`src/include/rta_pkg.sv`:
```
// Purpose: shared constants and types for the rtc alarm and trim block
// Assumes: 16-bit register port, byte-wide register index
// Notes: offsets are register indices on the plain port
package rta_pkg;
   localparam logic [7:0] RTA_OFS_PWR = 8'h0c;
   localparam logic [7:0] RTA_OFS_ASM = 8'h14;
   localparam logic [7:0] RTA_OFS_AHW = 8'h15;
   localparam logic [7:0] RTA_OFS_AMD = 8'h16;
   localparam logic [7:0] RTA_OFS_TCTL = 8'h17;
   localparam logic [7:0] RTA_OFS_TRIM = 8'hda;
   localparam int RTA_POS_MIN = 8;
   localparam int RTA_POS_SEC = 0;
   localparam int RTA_POS_WDAY = 8;
   localparam int RTA_POS_HPM = 5;
   localparam int RTA_POS_HRS = 0;
   localparam int RTA_POS_MTH = 8;
   localparam int RTA_POS_DATE = 0;
   localparam int RTA_POS_BCD = 15;
   localparam int RTA_POS_H12 = 14;
   localparam int RTA_POS_STOP = 9;
   localparam int RTA_POS_STS = 8;
   localparam int RTA_POS_TICK_EN = 11;
   localparam int RTA_POS_TICK_STS = 14;
   localparam int RTA_POS_TRIM = 0;
   // nominal oscillator edges per second, minus one
   localparam logic [15:0] RTA_PERIOD_M1 = 16'h7fff;
   typedef struct packed {
      logic [6:0] mins;
      logic [6:0] secs;
      logic [3:0] wday;
      logic hpm;
      logic [4:0] hrs;
      logic [4:0] mth;
      logic [5:0] date;
   } rta_alarm_t;
   typedef struct packed {
      logic [6:0] mins;
      logic [6:0] secs;
      logic [2:0] wday;
      logic hpm;
      logic [4:0] hrs;
      logic [4:0] mth;
      logic [5:0] date;
   } rta_time_t;
   typedef struct packed {
      logic mins;
      logic secs;
      logic wday;
      logic hpm;
      logic hrs;
      logic mth;
      logic date;
   } rta_hits_t;
   typedef struct packed {
      logic wr;
      logic rd;
      logic [7:0] addr;
      logic [15:0] wdata;
   } rta_bus_t;
   typedef struct packed {
      rta_alarm_t alm;
      logic bcd;
      logic h12;
      logic stop;
      logic sts;
      logic tick_en;
      logic [9:0] trim;
      logic match;
      logic evt;
      logic [15:0] rdata;
   } rta_top_st_t;
   localparam rta_top_st_t RTA_TOP_RST = '{alm: '0, bcd: 1'b0,
      h12: 1'b0, stop: 1'b1, sts: 1'b1, tick_en: 1'b1, trim: 10'h000,
      match: 1'b0, evt: 1'b0, rdata: 16'h0000};
   typedef struct packed {
      logic s1;
      logic s2;
      logic prev;
      logic run;
      logic [15:0] cnt;
      logic [5:0] frac;
      logic tick;
      logic sts;
   } rta_tick_st_t;
   localparam rta_tick_st_t RTA_TICK_RST = '{s1: 1'b0, s2: 1'b0,
      prev: 1'b0, run: 1'b0, cnt: 16'h0000, frac: 6'h00, tick: 1'b0,
      sts: 1'b1};
endpackage

```
`src/design/rta_match.sv`:
```
// Purpose: per-field alarm comparison with all-ones wildcards
// Assumes: time and alarm use the same coding
// Notes: purely combinational, registered by the caller
module rta_match import rta_pkg::*; (
   input wire rta_alarm_t alm,
   input wire rta_time_t cur,
   input wire logic h12,
   output rta_hits_t hits,
   output logic hit
);
   always_comb
   begin
      // coding-agnostic equality, bcd or binary alike
      hits.mins = (&alm.mins) | (alm.mins == cur.mins);
      hits.secs = (&alm.secs) | (alm.secs == cur.secs);
      hits.wday = (&alm.wday) | (alm.wday == {1'b0, cur.wday});
      // afternoon flag only matters in 12-hour mode
      hits.hpm = !h12 | (alm.hpm == cur.hpm);
      hits.hrs = (&alm.hrs) | (alm.hrs == cur.hrs);
      hits.mth = (&alm.mth) | (alm.mth == cur.mth);
      hits.date = (&alm.date) | (alm.date == cur.date);
      hit = &hits;
   end
endmodule

```
`src/design/rta_tickgen.sv`:
```
// Purpose: trimmed one-second tick from the 32.768 khz oscillator pin
// Assumes: oscillator runs free while the tick is enabled
// Notes: trim is read live at every oscillator edge, change it only stopped
module rta_tickgen import rta_pkg::*; (
   input wire logic clk,
   input wire logic rst_b,
   input wire logic osc_pin,
   input wire logic tick_en,
   input wire logic [9:0] trim,
   output logic one_sec_tick,
   output logic tick_sts
);
   rta_tick_st_t s;
   rta_tick_st_t n;
   logic edge_seen;
   logic [6:0] fsum;
   logic [15:0] pm1;

   always_comb
   begin
      n = s;
      n.s1 = osc_pin;
      n.s2 = s.s1;
      n.prev = s.s2;
      edge_seen = s.s2 & !s.prev;
      // integer part adds a signed offset, fraction rolls into a carry
      fsum = {1'b0, s.frac} + {1'b0, trim[5:0]};
      pm1 = RTA_PERIOD_M1 + {{12{trim[9]}}, trim[9:6]} +
         {15'h0000, fsum[6]};
      n.tick = 1'b0;
      if (edge_seen)
      begin
         // stop and start only on an oscillator edge so no period is cut
         n.run = tick_en;
         // a stopping edge neither counts nor ticks, so a status of one
         // never stands beside a tick
         if (s.run & tick_en)
         begin
            if (s.cnt == pm1)
            begin
               n.cnt = 16'h0000;
               n.frac = fsum[5:0];
               n.tick = 1'b1;
            end
            else
               n.cnt = s.cnt + 16'h0001;
         end
      end
      n.sts = !n.run;
   end

   always_ff @(posedge clk)
   begin
      if (!rst_b)
         s <= RTA_TICK_RST;
      else
         s <= n;
   end

   assign one_sec_tick = s.tick;
   assign tick_sts = s.sts;
endmodule

```
`src/design/rta_top.sv`:
```
// Purpose: rtc alarm compare, alarm stop handshake and tick trim control
// Assumes: time counters outside give current time and an update pulse
// Notes: registers sit at their index on a plain 16-bit port
// Contract
// - alarm minutes at bits 14:8 of first register, all ones ignores
// - alarm seconds at bits 6:0 of first register, all ones ignores
// - alarm weekday at bits 11:8 of second register, 1 is sunday
// - afternoon flag bit 5, compared only in 12-hour mode
// - alarm hours at bits 4:0 of second register, all ones ignores
// - alarm month at bits 12:8 of third register, all ones ignores
// - alarm day of month at bits 5:0 of third register
// - every all-ones alarm field except the afternoon flag acts as a wildcard
// - match is a level held while all fields equal current time
// - stop request bit 9 resets to one and suppresses alarms
// - stopped status bit 8 resets to one, shows real stop
// - tick generator trims the period for up to 8 hz error
// - matching fields with alarms running raise the alarm event
// - twelve hour select is bit 14 of time control
// - trim is 10-bit two's complement with 6 fraction bits
//
// The address-and-strobe port was decided locally.
module rta_top import rta_pkg::*; (
   input wire logic clk,
   input wire logic rst_b,
   input wire rta_bus_t bus,
   output logic [15:0] rd_data,
   input wire rta_time_t cur_time,
   input wire logic sec_update,
   input wire logic osc_pin,
   output logic one_sec_tick,
   output logic alarm_match,
   output logic alarm_interrupt_event,
   output logic bcd_select,
   output logic twelve_hour_select
);
   rta_top_st_t s;
   rta_top_st_t n;
   rta_hits_t hits;
   logic hit;
   logic tick_sts;
   logic [15:0] rmux;

   function automatic logic at(input logic [7:0] a,
      input logic [7:0] ofs);
      at = (a == ofs);
   endfunction

   rta_match rta_match_inst (
      .alm(s.alm),
      .cur(cur_time),
      .h12(s.h12),
      .hits(hits),
      .hit(hit)
   );

   rta_tickgen rta_tickgen_inst (
      .clk(clk),
      .rst_b(rst_b),
      .osc_pin(osc_pin),
      .tick_en(s.tick_en),
      .trim(s.trim),
      .one_sec_tick(one_sec_tick),
      .tick_sts(tick_sts)
   );

   always_comb
   begin
      n = s;
      rmux = 16'h0000;
      if (bus.wr)
      begin
         if (at(bus.addr, RTA_OFS_ASM))
         begin
            n.alm.mins = bus.wdata[RTA_POS_MIN +: 7];
            n.alm.secs = bus.wdata[RTA_POS_SEC +: 7];
         end
         if (at(bus.addr, RTA_OFS_AHW))
         begin
            n.alm.wday = bus.wdata[RTA_POS_WDAY +: 4];
            n.alm.hpm = bus.wdata[RTA_POS_HPM];
            n.alm.hrs = bus.wdata[RTA_POS_HRS +: 5];
         end
         if (at(bus.addr, RTA_OFS_AMD))
         begin
            n.alm.mth = bus.wdata[RTA_POS_MTH +: 5];
            n.alm.date = bus.wdata[RTA_POS_DATE +: 6];
         end
         if (at(bus.addr, RTA_OFS_TCTL))
         begin
            n.bcd = bus.wdata[RTA_POS_BCD];
            n.h12 = bus.wdata[RTA_POS_H12];
            n.stop = bus.wdata[RTA_POS_STOP];
         end
         if (at(bus.addr, RTA_OFS_PWR))
            n.tick_en = bus.wdata[RTA_POS_TICK_EN];
         if (at(bus.addr, RTA_OFS_TRIM))
            n.trim = bus.wdata[RTA_POS_TRIM +: 10];
      end
      if (at(bus.addr, RTA_OFS_ASM))
      begin
         rmux[RTA_POS_MIN +: 7] = s.alm.mins;
         rmux[RTA_POS_SEC +: 7] = s.alm.secs;
      end
      if (at(bus.addr, RTA_OFS_AHW))
      begin
         rmux[RTA_POS_WDAY +: 4] = s.alm.wday;
         rmux[RTA_POS_HPM] = s.alm.hpm;
         rmux[RTA_POS_HRS +: 5] = s.alm.hrs;
      end
      if (at(bus.addr, RTA_OFS_AMD))
      begin
         rmux[RTA_POS_MTH +: 5] = s.alm.mth;
         rmux[RTA_POS_DATE +: 6] = s.alm.date;
      end
      if (at(bus.addr, RTA_OFS_TCTL))
      begin
         rmux[RTA_POS_BCD] = s.bcd;
         rmux[RTA_POS_H12] = s.h12;
         rmux[RTA_POS_STOP] = s.stop;
         rmux[RTA_POS_STS] = s.sts;
      end
      if (at(bus.addr, RTA_OFS_PWR))
         rmux[RTA_POS_TICK_EN] = s.tick_en;
      if (at(bus.addr, RTA_OFS_TRIM))
      begin
         rmux[RTA_POS_TICK_STS] = tick_sts;
         rmux[RTA_POS_TRIM +: 10] = s.trim;
      end
      // read data stand only in the cycle after the strobe
      n.rdata = bus.rd ? rmux : 16'h0000;
      // status lags the request by one cycle: the match stage has then
      // already been cleared, so a poll that sees one is truly safe
      n.sts = s.stop;
      // the match level is refreshed only on a seconds update, so half
      // written time counters are never compared
      if (s.stop)
         n.match = 1'b0;
      else if (sec_update)
         n.match = hit;
      // one event per rising match, a long wildcard level fires once
      n.evt = !s.stop & sec_update & hit & !s.match;
   end

   always_ff @(posedge clk)
   begin
      if (!rst_b)
         s <= RTA_TOP_RST;
      else
         s <= n;
   end

   assign rd_data = s.rdata;
   assign alarm_match = s.match;
   assign alarm_interrupt_event = s.evt;
   assign bcd_select = s.bcd;
   assign twelve_hour_select = s.h12;
endmodule

```
`config.mk`:
```
export PLATFORM = sky130hd
export DESIGN_NAME = rta_top
export DESIGN_NICKNAME = d
export VERILOG_FILES = /design/src/include/rta_pkg.sv /design/src/design/rta_match.sv /design/src/design/rta_tickgen.sv /design/src/design/rta_top.sv
export SDC_FILE = /design/constraint.sdc
export NUM_CORES = 1
export LEC_CHECK = 0
export BUFFER_PORTS_ARGS = -buffer_cell sky130_fd_sc_hd__buf_2
export CELL_PAD_IN_SITES_DETAIL_PLACEMENT = 1
export CELL_PAD_IN_SITES_GLOBAL_PLACEMENT = 1
export CORE_ASPECT_RATIO = 1.25
export CORE_MARGIN = 3
export CORE_UTILIZATION = 43
export CTS_BUF_LIST = sky130_fd_sc_hd__clkbuf_4
export DETAILED_ROUTE_END_ITERATION = 7
export GPL_ROUTABILITY_DRIVEN = 0
export PLACE_DENSITY_LB_ADDON = 0.08
export SLEW_MARGIN = 40
export SYNTH_ARGS = -nofsm -noshare
export SYNTH_HDL_FRONTEND = slang
export SYNTH_SLANG_ARGS = --single-unit
```
`constraint.sdc`:
```
create_clock -name clk -period 4.7 [get_ports clk]
set_input_delay 0.235 -clock clk [delete_from_list [all_inputs] [get_ports clk]]
set_output_delay 0.235 -clock clk [all_outputs]
set_load 0.02 [all_outputs]
```
==> impl_results.md <==
- TritonCTS buffer count: 9
- Vias in the first global route: approximately 4,500
- DRT Pass-1 Iters: 4
- Worst-Margin Slew: between 0.7 and 0.8 ns
- Antenna violations before repair: 0
- Reg2reg start: s[18]$_SDFFE_PN0P_
- CTS resizes: 0
- Post-synthesis sequential area ratio: 39.2%
- Final instance area: 5460 um2
- PD cells: 248 nW/um2
- Post-route DRC: 0
- CP Launch Type: register
- Post-Syn Area per Cell: 8.48 um2
- Footprint of the multi-input gates: 2680 um2
- Yosys top cell by area: dfxtp_1
- Worst vdd ir: 0.000129 V
- Site row count: between 40 and 50
- CP Data Required Time: just over 5 ns
- Clock skew: 0.0213 ns
- Netlist Area Pre-Place: 4910 um2
- CTS tree: done
- CTS root buf: clkbuf_4
- CP bufs+invs: 1
- Global route total overflow: 0
- Ys async rst share: 0%
- Core area: 11,100 um2
- Clk pin slew, worst setup/hold paths: 0.15 ns
- Final slew viol count: 0
- Port bufs: 84
- Crit-path cells: ha_1 > inv_1 > fa_1 > nor2b_1 > o21ai_0 > nand2_1 > a21o_1 > a21oi_1 > ha_1 > ha_1 > nand3_1 > ha_1 > or4_4 > a22oi_4 > nand4_4 > o21ai_4 > nor2_1
- Critical path depth: 17
- Clock Path Buffers: 2
- Number of vias per cell: 5.64
- Area contributors post-synth: dfxtp_1, nand3_1, xnor2_1
- Cells after DPL: 759
- Initial DRC count: 212
- DP HPWL: 10,600 um
- Largest net degree at the start of global routing: 56
- Fillers: 1,375
- R2r endpoint: rta_tickgen_inst.s[23]$_SDFFE_PN0P_
- Fraction of layout cells with a size suffix above 1: between 10% and 20%
- H-Tree Depth: 3
- Nets: 718
- Crit Path Max Fanout: 16
- Setup tns final: 0 ns
- Tot GR Track Use: approximately 23%
- R2R setup slack: 0.75 ns
- Fin crit share: between 80% and 90%
- Die W: 102 um
- Wirelength per Cell: 18.1 um
- Ys Warns: 0
- Top_reg_cell synth: dfxtp_1
- Peak Freq: 253 MHz
- Worst Reg-to-Reg Cells: 17
- Hold Vio Cnt, Final: 0
- CP endpoint: rta_tickgen_inst.s[23]$_SDFFE_PN0P_
- Final min period: 3.95 ns
- Post-synthesis register bit count: 96
- Min-delay src: bus[12]
- Max Cap Viol: 0
- Layout Cells excl Fill: 779
- N_diodes: 0
- Post-synth EDFFs: 0
- Clock Latency Late Sink: 0.46 ns
- Antenna viol nets, final: 0
- Post-Syn Instances: 579
- Storage cell area: around 1900 um2
- Leakage: slightly above 0.002 uW
- DIE HEIGHT: 125 um
- Slew HR: a little under half
- Critical Path Source: s[18]$_SDFFE_PN0P_
- CP arrival: 4.29 ns
- CP Class: register to register
- Area delta synth->final: 11.2%
- Final number of setup-violating endpoints: 0
- Clk sinks: between 90 and 100
- Crit-path leading delay family: compound AO/OA/AOI/OAI gates
- Post-synth cell types: 55
- Outcome: completed
- RSZ-0062 raised after global routing: false
- Initial Utilization: 44.1%
- Largest stage delay, worst path: 0.47 ns
- I/O pins: 85
- Post-synth top area share: 39.2%
- Die Area: 12,700 um2
- Post-placement cell area: 5290 um2
- CP max-delay cell: o21ai_4
- Global-route wire length before repair: ~23,000 um
- Crit path top cell by count: ha_1
- Setup crit end kind: register
- Drt total wl: 14,100 um
- Syn Nets: 658
- Total number of vias: 4,397
- Hold Crit Class: input pin to register
[worst min path at each step]
| stage | endpoint | slack, ns | cells past startpoint |
|---|---|---|---|
| finish | s[65]$_SDFFE_PN0P_ | 0.02 | 3 |
| CTS | s[65]$_SDFFE_PN0P_ | 0.006 | 3 |
| global route | s[67]$_SDFFE_PN0P_ | 0.006 | 3 |
| detailed placement | rta_tickgen_inst.n[25]$_SDFF_PN0_ | 0.42 | 1 |
| floorplan | n[29]$_SDFFE_PN1P_ | 0.36 | 2 |
| global placement | rta_tickgen_inst.n[25]$_SDFF_PN0_ | 0.42 | 1 |
[synth_stat cells (3+ instances only)]
| master | number |
|---|---|
| nand3b_1 | 3 |
| buf_4 | 18 |
| dfxtp_1 | 96 |
| nand2_1 | 73 |
| xor2_1 | 18 |
| inv_1 | 15 |
| and3_1 | 8 |
| xnor2_1 | 37 |
| nand2b_1 | 5 |
| nor3_1 | 7 |
| nand4_1 | 15 |
| nor2_1 | 31 |
| a31oi_1 | 6 |
| ha_1 | 14 |
| nor4_1 | 3 |
| buf_2 | 5 |
| a22oi_1 | 8 |
| nor3b_1 | 3 |
| and2_1 | 6 |
| a222oi_1 | 4 |
| a21oi_1 | 59 |
| clkbuf_1 | 19 |
| nand3_1 | 69 |
| mux2i_1 | 7 |
| o21ai_0 | 10 |
[per-stage QoR]
| stage | setup WS [ns] | total power (uW) | hold slack, ns | utilization (%) |
|---|---|---|---|---|
| final | 0.748 | 1350 | 0.0242 | 49.0 |
| after CTS | 0.692 | 1360 | 0.00586 | 48.9 |
| after detailed placement | 0.729 | 930 | 0.424 | 47.5 |
| after global placement | 0.892 | 927 | 0.416 | 47.5 |
| after global routing | 0.439 | 1420 | 0.00613 | 49.0 |
| after floorplan | 1.21 | 883 | 0.360 | - |
[where the power goes]
group          switching, uW  internal [uW]  leakage, uW  total [uW]
Clock                    279            157    0.0000684         437
Sequential              1.67            817     0.000774         818
Combinational           56.7           39.5      0.00121        96.2
[registers in the layout (all words and copies together) (netlist names)]
signal and cells:
twelve_hour_select 1, alarm_match 1, bcd_select 1, rta_tickgen_inst.tick_sts 1
rd_data 16, rta_tickgen_inst.n 2, rta_tickgen_inst.s 24, rta_tickgen_inst.one_sec_tick 1
n 1, s 47, alarm_interrupt_event 1
[cell usage in the layout, fill, tap and decap left out, drive strengths merged, types with 6 or more instances in the layout]
cell type  Yosys  routed
buf           24      89
nor3           7       7
ha            14      14
o21ai         11      11
and2           7       7
nand4         16      16
inv           16      16
a21oi         59      59
nand2         73      73
and3           8       8
a31oi          6       6
xor2          18      18
nor2          31      31
clkbuf        20       9
nand3         69      69
a22oi         10      10
dfxtp         96      96
mux2i          7       7
xnor2         37      37
[final cells by class]
class | count | share of cell area, %
Multi-Input combinational cell | 423 | 49.0
Timing Repair Buffer | 93 | 9.12
Tap cell | 135 | 3.09
Sequential cell | 96 | 35.2
Clock buffer | 9 | 1.24
Clock inverter | 7 | 1.15
Inverter | 16 | 1.15
[tightest hold or removal path: cells and delay by family]
kind | cells | cell delay (ns)
AOI/OAI and AO/OA | 1 | 0.05
buffers and inverters | 1 | 0.11
and+or+nand+nor | 1 | 0.06
[kinds of logic (layout without fill, tap and decap cells)]
logic type | count (synthesis) | in the layout | share of synthesized area, %
adder cells (fa/ha/maj) | 15 | 15 | 3.98
buffers and inverters | 60 | 125 | 6.45
XOR/XNOR | 55 | 55 | 9.81
AO/OA/AOI/OAI | 101 | 101 | 12.6
AND/OR/NAND/NOR | 243 | 243 | 25.6
flip-flops | 96 | 96 | 39.2
multiplexers | 9 | 9 | 2.35
[metal layers]
metal  up-vias  track usage [%]  wire, um
li1       2135                -         -
met1      2152             27.9      5980
met2        88             38.8      7300
met3        22             3.68       468
met4         0             8.69       386
met5         -                0         0
[repair_timing]
| action | 4_1_cts | 5_1_grt |
|---|---|---|
| endpoints found under the hold margin | 3 | 1 |
| hold buffers | 3 | 1 |
| setup buffers | 0 | 0 |
Power figures use the tool's default switching activity.
